## config.mk

```make
export PLATFORM = sky130hd
export DESIGN_NAME = cfr_top
export DESIGN_NICKNAME = d
export VERILOG_FILES = /design/src/rtl/cfr_pkg.sv /design/src/rtl/cfr_timer.sv /design/src/rtl/cfr_top.sv
export VERILOG_INCLUDE_DIRS = /design/src /design/src/rtl
export SDC_FILE = /design/constraint.sdc
export NUM_CORES = 1
export LEC_CHECK = 0
export ABC_CLOCK_PERIOD_IN_PS = 3300
export BUFFER_PORTS_ARGS = -buffer_cell sky130_fd_sc_hd__buf_2
export CAP_MARGIN = 25
export CORE_MARGIN = 5
export CORE_UTILIZATION = 45
export DETAILED_ROUTE_END_ITERATION = 16
export HOLD_SLACK_MARGIN = 0.15
export PLACE_DENSITY = 0.75
export SYNTH_ARGS = -nofsm -noshare
export SYNTH_HDL_FRONTEND = slang
export SYNTH_SLANG_ARGS = --single-unit
```

## constraint.sdc

```tcl
create_clock -name sys_clk -period 3.3 [get_ports sys_clk]
set_input_delay 0.495 -clock sys_clk [delete_from_list [all_inputs] [get_ports sys_clk]]
set_output_delay 0.495 -clock sys_clk [all_outputs]
set_load 0.01 [all_outputs]
```

## src/rtl/cfr_defs.svh

```systemverilog
// Constants of the coordinator fault register block.
// Assumes a 100 MHz system clock; included by the package and modules.
`ifndef CFR_DEFS_SVH
`define CFR_DEFS_SVH

`define CFR_CPU_COUNT        4
`define CFR_DATA_W           8
`define CFR_ADDR_W           20
`define CFR_COUNT_W          18
`define CFR_ADDR_SHARED16    16'hFEFF
`define CFR_ADDR_SHARED20    20'hFFEFF
`define CFR_FAULT_RESET      8'h00
`define CFR_PAGE_RESET       8'h00
`define CFR_PAGE_FIRST       8'hFC
`define CFR_PAGE_LAST        8'hFF
`define CFR_CLK_HZ           100000000
`define CFR_CLK_NS           10
`define CFR_LOCK_LIMIT_MS    2
`define CFR_LOCK_CYCLES      (`CFR_LOCK_LIMIT_MS * (`CFR_CLK_HZ / 1000))
`define CFR_BIT_RATE_BPS     9600
`define CFR_BIT_CYCLES       (`CFR_CLK_HZ / `CFR_BIT_RATE_BPS)
`define CFR_ACK_MAX_NS       320
`define CFR_ACK_MAX_CYCLES   (`CFR_ACK_MAX_NS / `CFR_CLK_NS)

`endif

```

## src/rtl/cfr_pkg.sv

```systemverilog
// Types shared by the coordinator fault register block.
// Assumes cfr_defs.svh is on the include path.
`include "cfr_defs.svh"

package cfr_pkg;

    typedef struct packed {
        logic [`CFR_ADDR_W-1:0] addr;     // Backplane address
        logic                   extended; // 20-bit address form in use
        logic                   read;     // Read strobe, active high
        logic                   write;    // Write strobe, active high
        logic [`CFR_DATA_W-1:0] wdata;    // Write data
    } cfr_bus_req_type;

    typedef struct packed {
        logic [`CFR_CPU_COUNT-1:0] request; // Bus request per CPU
        logic [`CFR_CPU_COUNT-1:0] lock;    // Bus lock per CPU
    } cfr_cpu_sig_type;

    typedef enum logic [1:0] {
        ARB_IDLE    = 2'b01,
        ARB_GRANTED = 2'b10
    } cfr_arb_state_type;

endpackage

```

## src/rtl/cfr_timer.sv

```systemverilog
// Cycle counter that flags when a run has lasted LIMIT cycles.
// Assumes one clock, active-low async reset and a global clock enable.
`timescale 1ns/1ns
`include "cfr_defs.svh"

module cfr_timer #(
    parameter int LIMIT = 16, // Cycles until done
    parameter bit WRAP  = 0   // Restart after each done
) (
    input  wire logic sys_clk, // System clock
    input  wire logic rst_b,   // Async reset, active low
    input  wire logic clkEn,   // Clock enable
    input  wire logic run,     // Count while high, clear while low
    output logic      done     // High in the last cycle of a period; held high after it while run stays high if WRAP is 0
);
    localparam logic [`CFR_COUNT_W-1:0] LAST = `CFR_COUNT_W'(LIMIT - 1);

    logic [`CFR_COUNT_W-1:0] count;
    logic [`CFR_COUNT_W-1:0] next_count;
    wire                     atLast = (count == LAST);

    assign done       = run && atLast;
    assign next_count = !run   ? '0 :
                        atLast ? (WRAP ? '0 : count) :
                        count + `CFR_COUNT_W'(1);

    always_ff @(posedge sys_clk or negedge rst_b) begin
        if (!rst_b) begin
            count <= '0;
        end else if (clkEn) begin
            count <= next_count;
        end
    end
endmodule

```

## src/rtl/cfr_top.sv

```systemverilog
// Coordinator fault register, page select and bus arbitration.
// Assumes backplane strobes are synchronous to sys_clk and held until ack.
//
// Behaviour
// - Eight-bit fault register readable by any CPU at the shared address.
// - Only the bus monitor changes fault bits; CPU writes never do.
// - Each CPU owns one fault bit, set to one on its error.
// - Whole fault register clears when the stop signal goes inactive.
// - Every CPU may read the fault register, not only the culprit.
// - Writes load page select, reads return faults; 20-bit form too.
// - Open coordination jumpers disconnect every arbitration output.
// - Closed jumpers, the delivered state, enable coordination outputs.
// - Accesses are acknowledged well within 320 ns.
// - Programmer port bit clock runs at 9600 bps.
// - Lock held over 2 ms stops all CPUs and marks the culprit.
// - Page select is eight bits, write-only, never read back.
// - Page select clears to zero at power-up.
// - Page identifiers 252 to 255 select four one-kilobyte pages.
`timescale 1ns/1ns
`include "cfr_defs.svh"

module cfr_top #(
    parameter int LOCK_CYCLES = `CFR_LOCK_CYCLES, // Lock timeout in cycles
    parameter int BIT_CYCLES  = `CFR_BIT_CYCLES   // Programmer bit period
) (
    input  wire logic                      sys_clk,      // System clock
    input  wire logic                      rst_b,        // Power-on reset
    input  wire logic                      clkEn,        // Clock enable
    input  wire cfr_pkg::cfr_bus_req_type  busReq,       // Backplane access
    output logic [`CFR_DATA_W-1:0]         busRdata,     // Read data
    output logic                           busAck,       // Access ack pulse
    input  wire cfr_pkg::cfr_cpu_sig_type  cpuSig,       // Requests, locks
    input  wire logic                      jumperClosed, // Coordination on
    output logic [`CFR_CPU_COUNT-1:0]      busGrant,     // Bus enable per CPU
    output logic                           busGrantOe,   // Grant drive enable
    output logic                           systemStop,   // Stop all CPUs
    output logic                           systemStopOe, // Stop drive enable
    output logic [`CFR_DATA_W-1:0]         faultFlags,   // Fault bits, LEDs
    output logic                           pageActive,   // Own page selected
    output logic [1:0]                     pageIndex,    // Page 0..3
    output logic                           programmerPortBitTick // Bit tick
);
    localparam int CPUS = `CFR_CPU_COUNT;

    // Bus decode
    logic                   accessBusy;
    logic [`CFR_DATA_W-1:0] pageSelect;
    wire addrHit = busReq.extended
                   ? (busReq.addr == `CFR_ADDR_SHARED20)
                   : (busReq.addr[15:0] == `CFR_ADDR_SHARED16);
    wire strobe    = busReq.read || busReq.write;
    // One acceptance per strobe; the master holds strobes until acked
    wire accept    = strobe && addrHit && !accessBusy;
    wire takeWrite = accept && busReq.write;
    wire takeRead  = accept && busReq.read && !busReq.write;

    // Page select is write-only: its value only steers the page decode
    wire [`CFR_DATA_W-1:0] next_pageSelect =
        takeWrite ? busReq.wdata : pageSelect;
    wire next_pageActive =
        (next_pageSelect >= `CFR_PAGE_FIRST) &&
        (next_pageSelect <= `CFR_PAGE_LAST);
    wire [1:0] next_pageIndex = next_pageSelect[1:0];

    // Arbitration
    cfr_pkg::cfr_arb_state_type arbState;
    cfr_pkg::cfr_arb_state_type next_arbState;
    logic [1:0]                 owner;
    logic [1:0]                 next_owner;
    logic                       pickValid;
    logic [1:0]                 pickOwner;

    // Round robin: search starts just after the last owner
    always_comb begin
        logic [1:0] cand;
        cand      = owner;
        pickValid = 1'b0;
        pickOwner = owner;
        for (int i = 1; i <= CPUS; i++) begin
            cand = owner + 2'(i);
            if (!pickValid && cpuSig.request[cand]) begin
                pickValid = 1'b1;
                pickOwner = cand;
            end
        end
    end

    wire ownerLock = cpuSig.lock[owner];
    wire granted   = (arbState == cfr_pkg::ARB_GRANTED);
    // Lock extends the grant beyond the request
    wire release_  = granted && !cpuSig.request[owner] && !ownerLock;

    always_comb begin
        next_arbState = arbState;
        next_owner    = owner;
        unique case (arbState)
            cfr_pkg::ARB_IDLE: begin
                if (pickValid) begin
                    next_arbState = cfr_pkg::ARB_GRANTED;
                    next_owner    = pickOwner;
                end
            end
            cfr_pkg::ARB_GRANTED: begin
                if (release_) begin
                    next_arbState = cfr_pkg::ARB_IDLE;
                end
            end
            default: begin
                next_arbState = cfr_pkg::ARB_IDLE;
            end
        endcase
    end

    // Lock monitor: only the granted CPU may hold lock
    logic lockTimeout;
    wire  lockWatch = granted && ownerLock;

    cfr_timer #(
        .LIMIT (LOCK_CYCLES),
        .WRAP  (1'b0)
    ) u_lock_timer (
        .sys_clk (sys_clk),
        .rst_b   (rst_b),
        .clkEn   (clkEn),
        .run     (lockWatch),
        .done    (lockTimeout)
    );

    // Stop stays until the offending lock is released
    logic stopActive;
    wire  next_stopActive = stopActive ? lockWatch : lockTimeout;
    wire  stopFalls       = stopActive && !next_stopActive;
    wire  faultEvent      = lockTimeout && !stopActive;

    wire [`CFR_DATA_W-1:0] ownerBit = `CFR_DATA_W'(1) << owner;
    wire [`CFR_DATA_W-1:0] setBits  =
        faultEvent ? ownerBit : '0;
    // A set in the clearing cycle survives; CPU writes never reach here
    wire [`CFR_DATA_W-1:0] next_faultFlags =
        (stopFalls ? '0 : faultFlags) | setBits;

    // Jumpers cut every arbitration output when open
    wire [CPUS-1:0] next_busGrant =
        (jumperClosed && next_arbState == cfr_pkg::ARB_GRANTED)
        ? (CPUS'(1) << next_owner) : '0;
    wire next_stop = jumperClosed && next_stopActive;

    // Programmer port bit clock
    logic bitTick;

    cfr_timer #(
        .LIMIT (BIT_CYCLES),
        .WRAP  (1'b1)
    ) u_bit_timer (
        .sys_clk (sys_clk),
        .rst_b   (rst_b),
        .clkEn   (clkEn),
        .run     (1'b1),
        .done    (bitTick)
    );

    // Reads answer with faults only; page select is never returned
    wire [`CFR_DATA_W-1:0] next_busRdata =
        takeRead ? faultFlags : busRdata;

    always_ff @(posedge sys_clk or negedge rst_b) begin
        if (!rst_b) begin
            pageSelect <= `CFR_PAGE_RESET;
            pageActive <= 1'b0;
            pageIndex  <= 2'h0;
        end else if (clkEn) begin
            pageSelect <= next_pageSelect;
            pageActive <= next_pageActive;
            pageIndex  <= next_pageIndex;
        end
    end

    // Ack one cycle after acceptance, far inside the bus limit
    always_ff @(posedge sys_clk or negedge rst_b) begin
        if (!rst_b) begin
            accessBusy <= 1'b0;
            busAck     <= 1'b0;
            busRdata   <= 8'h00;
        end else if (clkEn) begin
            accessBusy <= strobe && (accessBusy || addrHit);
            busAck     <= accept;
            busRdata   <= next_busRdata;
        end
    end

    always_ff @(posedge sys_clk or negedge rst_b) begin
        if (!rst_b) begin
            arbState <= cfr_pkg::ARB_IDLE;
            owner    <= 2'h3;
            busGrant <= '0;
        end else if (clkEn) begin
            arbState <= next_arbState;
            owner    <= next_owner;
            busGrant <= next_busGrant;
        end
    end

    always_ff @(posedge sys_clk or negedge rst_b) begin
        if (!rst_b) begin
            stopActive   <= 1'b0;
            systemStop   <= 1'b0;
            busGrantOe   <= 1'b0;
            systemStopOe <= 1'b0;
            faultFlags   <= `CFR_FAULT_RESET;
        end else if (clkEn) begin
            stopActive   <= next_stopActive;
            systemStop   <= next_stop;
            busGrantOe   <= jumperClosed;
            systemStopOe <= jumperClosed;
            faultFlags   <= next_faultFlags;
        end
    end

    always_ff @(posedge sys_clk or negedge rst_b) begin
        if (!rst_b) begin
            programmerPortBitTick <= 1'b0;
        end else if (clkEn) begin
            programmerPortBitTick <= bitTick;
        end
    end
endmodule

```

* Word-level counts from Yosys, hierarchy flattened
Cells that the tools add are included.
** Word-level totals
- Register bits after elaboration :: 77
- Logic and storage cells :: 101
- Input port bits :: 43
- Output and inout bits :: 28
** Operators by class
- Bitwise logic cells :: 1
- Equality and inequality tests :: 8
- Reduce and logical (&&, ||, !) cells :: 31
- Shift operators :: 2
- Muxes and demuxes :: 32
- Order comparisons :: 6
- Add/subtract/negate cells :: 5
** Operators with widths (number)
- two-way mux 18 bit :: 3
- adder 18 x 1 -> 18 bit (second input constant) :: 2
- two-way mux 8 bit :: 3
- == test 20 bit (second input constant) :: 1
- == test 18 x 14 -> 1 bit (second input constant) :: 1
- == test 18 bit (second input constant) :: 1
- logical AND 1 bit :: 18
- == test 16 bit (second input constant) :: 1
- two-way mux 2 bit :: 8
- < comparator 2 x 3 -> 1 bit (second input constant) :: 4
- two-way mux 1 bit :: 11
- binary-select mux 1 bit (select 2 bit) :: 5
- zero test 1 bit :: 9
- greater-or-equal comparator 8 bit (second input constant) :: 1
- less-or-equal comparator 8 bit (second input constant) :: 1
- bitwise OR 8 bit :: 1
- << shifter 1 x 2 -> 8 bit (first input constant) :: 1
- adder 2 bit (second input constant) :: 2
- == test 2 bit (second input constant) :: 2
- two-way mux 4 bit :: 1
- case mux 2 bit (2 select lines) :: 1
- AND reduction 2 bit :: 2
- << shifter 1 x 2 -> 4 bit (first input constant) :: 1
- adder 2 x 1 -> 2 bit (second input constant) :: 1
- 3 further kinds :: 4

* Longest topological paths before layout
Gate-level depths: netlist of run 1.
- Depth in word-level cells :: 18
- Depth in mapped cells :: 10
- Depth with buffers taken out :: 7

* Hierarchy
From an unflattened synthesis of run 1, not the netlist that was laid out.
** Second synthesis, totals
- Cells, all modules :: 429
- Area total of the unflattened synthesis :: 4352.9 µm²
** By module, submodules not included
- cfr_top :: instances 1, area each 2060.7 µm², cells each 177
- cfr_timer (u_lock_timer) :: instances 1, area each 1147.4 µm², cells each 127
- cfr_timer (u_bit_timer) :: instances 1, area each 1144.8 µm², cells each 125

* Least setup slack after synthesis of run 1
Ideal clock, no wire load.
- Path kind :: flip-flop to flip-flop
- Start :: register owner[0]
- End :: register busGrant[0]
- Cell stages (with the launch flop) :: 11
- Setup slack :: 562 ps
- Required time :: 3161 ps
- Period minus slack after synthesis :: 2738 ps
- Arrival time :: 2599 ps
- Buffers on the path :: 3
- Cell sequence :: dfstp_2 -> buf_6 -> buf_4 -> inv_1 -> ha_1 -> buf_2 -> mux4_2 -> nor4_1 -> nor3_1 -> o2111ai_1 -> o32ai_1
** On the way
- Word-level cells in the longest chain between the ends :: 18
- Elaborated cells on any way between the ends :: 40
- Those cells by class :: add/sub (3); eq/ne (1); shift (1); mux (24); reduce/logical (11)
** Ends and longest elaborated chain
- from (decl) :: RTL line cfr_top.sv:68 : logic [1:0] owner;
- from (signal assigned) :: RTL line cfr_top.sv:198 : owner <= next_owner;
- adder 2 x 1 -> 2 bit :: RTL line cfr_top.sv:80 : cand = owner + 2'(i);
- binary-select mux 1 bit (select 2 bit) :: RTL line cfr_top.sv:81 : if (!pickValid && cpuSig.request[cand]) begin
- two-way mux 1 bit (implied by the code) :: RTL line cfr_top.sv:81
- two-way mux 1 bit :: RTL line cfr_top.sv:81
- zero test 1 bit :: RTL line cfr_top.sv:81
- logical AND 1 bit :: RTL line cfr_top.sv:81
- two-way mux 1 bit :: RTL line cfr_top.sv:81
- zero test 1 bit :: RTL line cfr_top.sv:81
- [... 2 more ...]
- zero test 1 bit :: RTL line cfr_top.sv:81
- logical AND 1 bit :: RTL line cfr_top.sv:81
- two-way mux 1 bit :: RTL line cfr_top.sv:81
- two-way mux 2 bit :: RTL line cfr_top.sv:98 : if (pickValid) begin
- case mux 2 bit (2 select lines) :: RTL line cfr_top.sv:96 : unique case (arbState)
- == test 2 bit :: RTL line cfr_top.sv:144 : (jumperClosed && next_arbState == cfr_pkg::ARB_GRANTED)
- logical AND 1 bit :: RTL line cfr_top.sv:144
- two-way mux 4 bit * :: RTL line cfr_top.sv:145 : ? (CPUS'(1) << next_owner) : '0;
- to (signal assigned) :: RTL line cfr_top.sv:199 : busGrant <= next_busGrant;
- to (decl) :: RTL line cfr_top.sv:34 : output logic [`CFR_CPU_COUNT-1:0] busGrant,
Every way passes the cells marked *; elsewhere a longest branch is shown, timed or not. The select of a mux whose other input is x is not followed.
A chain may end at the register's enable or synchronous reset.

* Worst setup path after layout of run 1
- Start :: register owner[1]
- End :: register busGrant[2]
The elaborated chain is that of the path after synthesis.

==> reports/qor.csv, run 1 <==
metric,value,unit
p_leak,2.13,nW
cts_resized,0,
ff2ff_setup_slack,0.52,ns
cts_hold_buf,0,
cts.sinks,75,
yosysSeqAreaShare,0.487,
ys_types,54,
nets,475,
io_buffers,70,
finalCritPeriodShare,0.842,
grt_overflow,0,
drt_iter0_drc,175,
fin_hold_ws,0.287,ns
grt_max_degree,76,
synth_top_area_cell,dfrtp_1,
cts_made_buffers,9,
cts_tree,yes,
p_total,2.66,mW
fin_crit,2.78,ns
wire_per_inst,15.3,um
powerDensity,587,nW/um2
final-seq-area,1880,um2
worst_slew_pin_slew,0.925,ns
syn-num-nets,404,
cts_root_buffer,clkbuf_8,
yosysMostFrequentCell,dfrtp_1,
synth_edf_count,0,
vias_per_cell,5.51,
clk_latency,0.35,ns
vias,2940,
clk_pin_slew,0.08,ns
synth.top_cells.by_count,"72 x dfrtp_1, 27 x nor2_1, 20 x nand2_1, 18 x mux2_2, 17 x inv_1",
path_class,reg2reg,
grt_pass1_wl,13.8,mm
n_antenna_cell,0,
grt_antenna_before_repair,0,
ys_async_sr_fraction,1.00,
outcome,"finished, final reports clean",
synthTopCellsByArea,"dfrtp_1 47%, mux2_2 5.2%, xnor2_1 3.2%, mux4_2 2.9%, nor2_1 2.6%",
cts_setup_buffers,0,
wirelength,8.17,mm
initial_core_util,0.466,
grt_pass1_vias,2926,
r2r_cells,7,
syn-instance-count,353,
synth.cell_area,3860,um2
place_congestion,0.926,
syn_avg_cell_area,10.9,um2
core_area,8300,um2
path_max_fanout,8,
synth.top_cell.area_share,0.466,
syn2layout_area_growth,17.4,%
endpoint_kind,flip-flop,
synth_warnings,0,
setup_viol,0,
crit_required,3.52,ns
clockBufferDepth,2,
die-area,10500,um2
relSlewSlack,0.383,
peakVddDrop,0.572,mV
multi_input_area,1850,um2
drive_above_1_share,0.287,
place_ws,0.545,ns
r2r_start,owner[1],
setup.worst_path.end,busGrant[2],
drc_errors,0,
max_freq,0.360,GHz
fillers,720,
rsz0062_at_grt,no,
crit_start,owner[1],
r2r-end,busGrant[2],
crit_path_start_kind,flip-flop,
hold_viol,0,
die_h,103,um
track_usage,0.165,
hold_path_class,in2async,
fin_setup_tns,0,ns
firstDrtPassIters,4,
fin_skew,0.0125,ns
die_x,103,um
drv_slew,0,
crit_arrival,2.99,ns
pin_count,71,
synthFlopType,dfrtp_1,
ant_nets,0,
detailed_place_hpwl,5.84,mm
placementRows,33,
ys_ff_latch,75,
max-cap-violations,0,
cts_max_level,3,
worst_slack,0.522,ns
==> power by group <==
group / internal, mW / switching, mW / total [mW]
registers: 1.01 / 0.0770 / 1.09
logic: 0.305 / 0.419 / 0.724
clock network: 0.505 / 0.346 / 0.851
total: 1.82 / 0.842 / 2.66
==> kinds of logic (layout without fill, tap and decap cells) <==
| family | count (synthesis) | count (layout) | share of synthesized area |
|---|---|---|---|
| AOI/OAI and AO/OA | 65 | 65 | 0.124 |
| xor gates and xnor gates | 25 | 25 | 0.0567 |
| adders and majority gates | 8 | 8 | 0.0259 |
| buffers and inverters | 30 | 106 | 0.0359 |
| DFF | 75 | 75 | 0.487 |
| muxes | 27 | 27 | 0.0919 |
| and+or+nand+nor | 123 | 123 | 0.179 |
==> registers in the layout (all words and copies together) (netlist names), 2 cells and up, named ones only <==
signal,flops
u_bit_timer.count,18
u_lock_timer.count,18
busRdata,8
faultFlags,8
pageSelect,6
busGrant,4
arbState,2
owner,2
==> worst min-delay path by stage <==
stage	to	slack [ns]	startpoint	depth (start not counted)
finish	u_lock_timer.count[15]	0.29	rst_b	1
floorplan	asynchronous set/reset pin	0.20	rst_b	0
detailed placement	programmerPortBitTick	0.46	programmerPortBitTick	1
global route	u_bit_timer.count[14]	0.36	rst_b	1
CTS	u_bit_timer.count[14]	0.30	rst_b	1
global placement	programmerPortBitTick	0.46	programmerPortBitTick	1
==> layout by cell type, fill, tap and decap left out, drive strengths merged, types with 5 or more instances in the layout <==
| master | Yosys | layout |
|---|---|---|
| nand3 | 13 | 13 |
| and3 | 7 | 7 |
| ha | 8 | 8 |
| inv | 17 | 18 |
| mux4 | 5 | 5 |
| mux2 | 18 | 18 |
| nor4 | 5 | 5 |
| xor2 | 11 | 11 |
| buf | 9 | 73 |
| clkbuf | 4 | 10 |
| dfrtp | 72 | 72 |
| and4 | 7 | 7 |
| o21ai | 17 | 17 |
| a21oi | 16 | 16 |
| or3 | 10 | 10 |
| nand4 | 10 | 10 |
| o32ai | 5 | 5 |
| xnor2 | 14 | 14 |
| and2 | 6 | 6 |
| nor2 | 27 | 27 |
| nand2 | 21 | 21 |
==> through the flow <==
step	instances	util	area, um2
floorplan	353	-	3860
global placement	518	0.518	4300
detailed placement	518	0.518	4300
CTS	534	0.547	4540
global route	534	0.547	4540
finish	534	0.547	4540
==> final cells by class <==
cell class | instances | share of cell area
clock buffer | 10 | 0.0281
clock inverter | 6 | 0.0248
inverter | 17 | 0.0141
multi-input combinational | 248 | 0.407
sequential | 75 | 0.415
tap | 105 | 0.0290
timing repair buffer | 73 | 0.0827
==> metal layers <==
metal | vias to the layer above | wire length, um | track usage
li1 | 1447 | - | -
met2 | 61 | 4150 | 0.270
met3 | 6 | 342 | 0.0487
met4 | 0 | 78 | 0.0505
met5 | - | 0 | 0
met1 | 1426 | 3600 | 0.211
==> worst max-delay path, cell delays in order, from the launching register on <==
cell	delay [ns]
dfstp_2	0.62
inv_1	0.13
ha_1	0.45
mux4_2	0.61
nor4_1	0.25
nor3_1	0.09
o2111ai_1	0.34
o32ai_1	0.15
(Power assumes the default switching activity.)
==> run 2: changes to the inputs <==
--- a/config.mk
+++ b/config.mk
@@ -6,7 +6,7 @@
 export SDC_FILE = /design/constraint.sdc
 export NUM_CORES = 1
 export LEC_CHECK = 0
-export ABC_CLOCK_PERIOD_IN_PS = 3300
+export ABC_CLOCK_PERIOD_IN_PS = 2780
 export BUFFER_PORTS_ARGS = -buffer_cell sky130_fd_sc_hd__buf_2
 export CAP_MARGIN = 25
 export CORE_MARGIN = 5
==> constraint.sdc (replaced) <==
create_clock -name sys_clk -period 2.78 [get_ports sys_clk]
set_input_delay 0.417 -clock sys_clk [delete_from_list [all_inputs] [get_ports sys_clk]]
set_output_delay 0.417 -clock sys_clk [all_outputs]
set_load 0.01 [all_outputs]
==> reports/qor.csv, run 2 (synthesis gave the netlist of run 1 again) <==
metric,value,unit,change
vias,2968,,+0.95%
rsz0062_at_grt,no,,
path_max_fanout,7,,-1
cts_made_buffers,9,,unchanged
die_h,103,um,unchanged
fin_crit,2.56,ns,-0.216 ns
max-cap-violations,0,,unchanged
syn2layout_area_growth,16.3,%,
vias_per_cell,5.54,,+0.58%
final-seq-area,1880,um2,unchanged
grt_pass1_wl,13.8,mm,-0.50%
place_congestion,0.927,,+0.11%
wire_per_inst,15.1,um,-1.3%
fin_skew,0.0100,ns,-0.00247 ns
fillers,732,,+1.7%
drc_errors,0,,unchanged
ant_nets,0,,unchanged
die_x,103,um,unchanged
clockBufferDepth,2,,unchanged
cts_tree,yes,,
drv_slew,0,,unchanged
crit_family,flip-flops,,
fin_setup_tns,0,ns,unchanged
outcome,"finished, final reports clean",,
clk_latency,0.35,ns,about the same
finalCritPeriodShare,0.922,,+0.0798
hold_viol,0,,unchanged
n_antenna_cell,0,,unchanged
crit_slowest_cell,dfstp_2,,
track_usage,0.165,,+0.000262
clk_pin_slew,0.08,ns,about the same
p_leak,2.11,nW,-1.1%
critPathBufInv,1,,unchanged
core_area,8300,um2,unchanged
worst_slack,0.218,ns,-0.304 ns
drt_iter0_drc,77,,-56%
endpoint_kind,flip-flop,,
seqPwrFrac,0.439,,+0.031
slowest_delay,0.61,ns,about the same
power_switching,1.01,mW,+20%
max_freq,0.390,GHz,+8.4%
pin_count,71,,unchanged
final_cell_mix,"72 x dfrtp_1, 69 x buf_2, 27 x nor2_1, 20 x nand2_1, 18 x mux2_2",,
worst_slew_pin_slew,0.898,ns,-0.0269 ns
grt_overflow,0,,unchanged
p_total,2.93,mW,+10%
hold_path_class,in2async,,
crit_arrival,2.81,ns,-0.18 ns
cts_root_buffer,clkbuf_8,,
place_area,4310,um2,+0.35%
grt_pass1_vias,2965,,+1.3%
io_buffers,70,,unchanged
die-area,10500,um2,unchanged
peakVddDrop,0.548,mV,-4.3%
crit_path_start_kind,flip-flop,,
p_comb_frac,0.297,,+0.025
grt_antenna_before_repair,0,,unchanged
sw_frac_of_total,0.344,,+0.0276
top_regs,"u_bit_timer.count x18, u_lock_timer.count x18",,
grt_max_degree,76,,unchanged
firstDrtPassIters,4,,unchanged
detailed_place_hpwl,5.95,mm,+1.9%
initial_core_util,0.466,,unchanged
path_cells,inv_1 > ha_1 > mux4_2 > nor4_1 > a21oi_1 > o31a_1 > o32ai_1,,
drive_above_1_share,0.292,,+0.00563
powerDensity,652,nW/um2,+11%
cts_max_level,3,,unchanged
placementRows,33,,unchanged
wirelength,8.09,mm,-0.97%
path_class,reg2reg,,
clock_power_share,0.263,,-0.057
multi_input_area,1850,um2,+0.34%
place_ws,0.145,ns,-0.401 ns
fin_area,4500,um2,-0.88%
cts.sinks,75,,unchanged
nets,477,,+0.42%
crit_required,3.03,ns,-0.49 ns
relSlewSlack,0.401,,+0.0179
setup_viol,0,,unchanged
internal_power,1.92,mW,+5.8%
layout_commonest_cell,dfrtp_1,,
==> run 2: cell count changes in the layout (fill, tap and decap cells not counted) <==
cell        change
clkinvlp_4      +2
o2111ai_2       +1
buf_4           +2
o2111ai_1       -1
bufinv_16       -3
clkbuf_8        +1
==> run 2: final timing paths <==
check                                 startpoint                      to  slack (ns)  cells after the start
hold / removal                             rst_b  u_lock_timer.count[13]        0.19                      1
hold reg to reg            u_bit_timer.count[17]   u_bit_timer.count[17]        0.48                      1
setup / recovery                        owner[1]             busGrant[1]        0.22                      7
min in group sys_clk                   busReq[0]               flip-flop        0.29                      2
setup reg to reg                        owner[1]             busGrant[1]        0.22                      7
max in group asynchronous                  rst_b             busRdata[7]        2.01                      1
==> run 2: repair_timing <==
item | CTS | global route
hold buffers | 0 | 0
endpoints found under the setup margin | 0 | 4
resized for setup | 0 | 1
setup buffers | 0 | 0
==> run 2: final cells by class <==
type / count / share of cell area
Inverter: 17 / 0.0142
Timing Repair Buffer: 75 / 0.0868
Clock inverter: 5 / 0.00835
Clock buffer: 11 / 0.0314
Tap cell: 105 / 0.0292
Multi-Input combinational cell: 248 / 0.412
Sequential cell: 75 / 0.418
==> run 2: layer usage <==
layer	share of wire	routed length [um]	GRT usage
met1	0.45	3650	0.215
met2	0.50	4050	0.266
met3	0.030	239	0.0447
met4	0.018	144	0.0565
met5	0	0	0
==> run 2: through the flow <==
step / utilization / instances / hold slack [ns]
floorplan: - / 353 / 0.121
global placement: 0.520 / 520 / 0.460
detailed placement: 0.520 / 520 / 0.472
CTS: 0.541 / 536 / 0.232
global route: 0.542 / 536 / 0.278
finish: 0.542 / 536 / 0.193
==> run 2: power by group through the flow <==
stage	combinational [mW]	sequential, mW	clock (mW)
5_1_grt	0.983	1.30	0.850
4_1_cts	0.871	1.29	0.791
3_5_place_dp	0.869	1.31	0
3_3_place_gp	0.853	1.30	0
6_report	0.872	1.29	0.772
2_1_floorplan	0.673	1.30	0
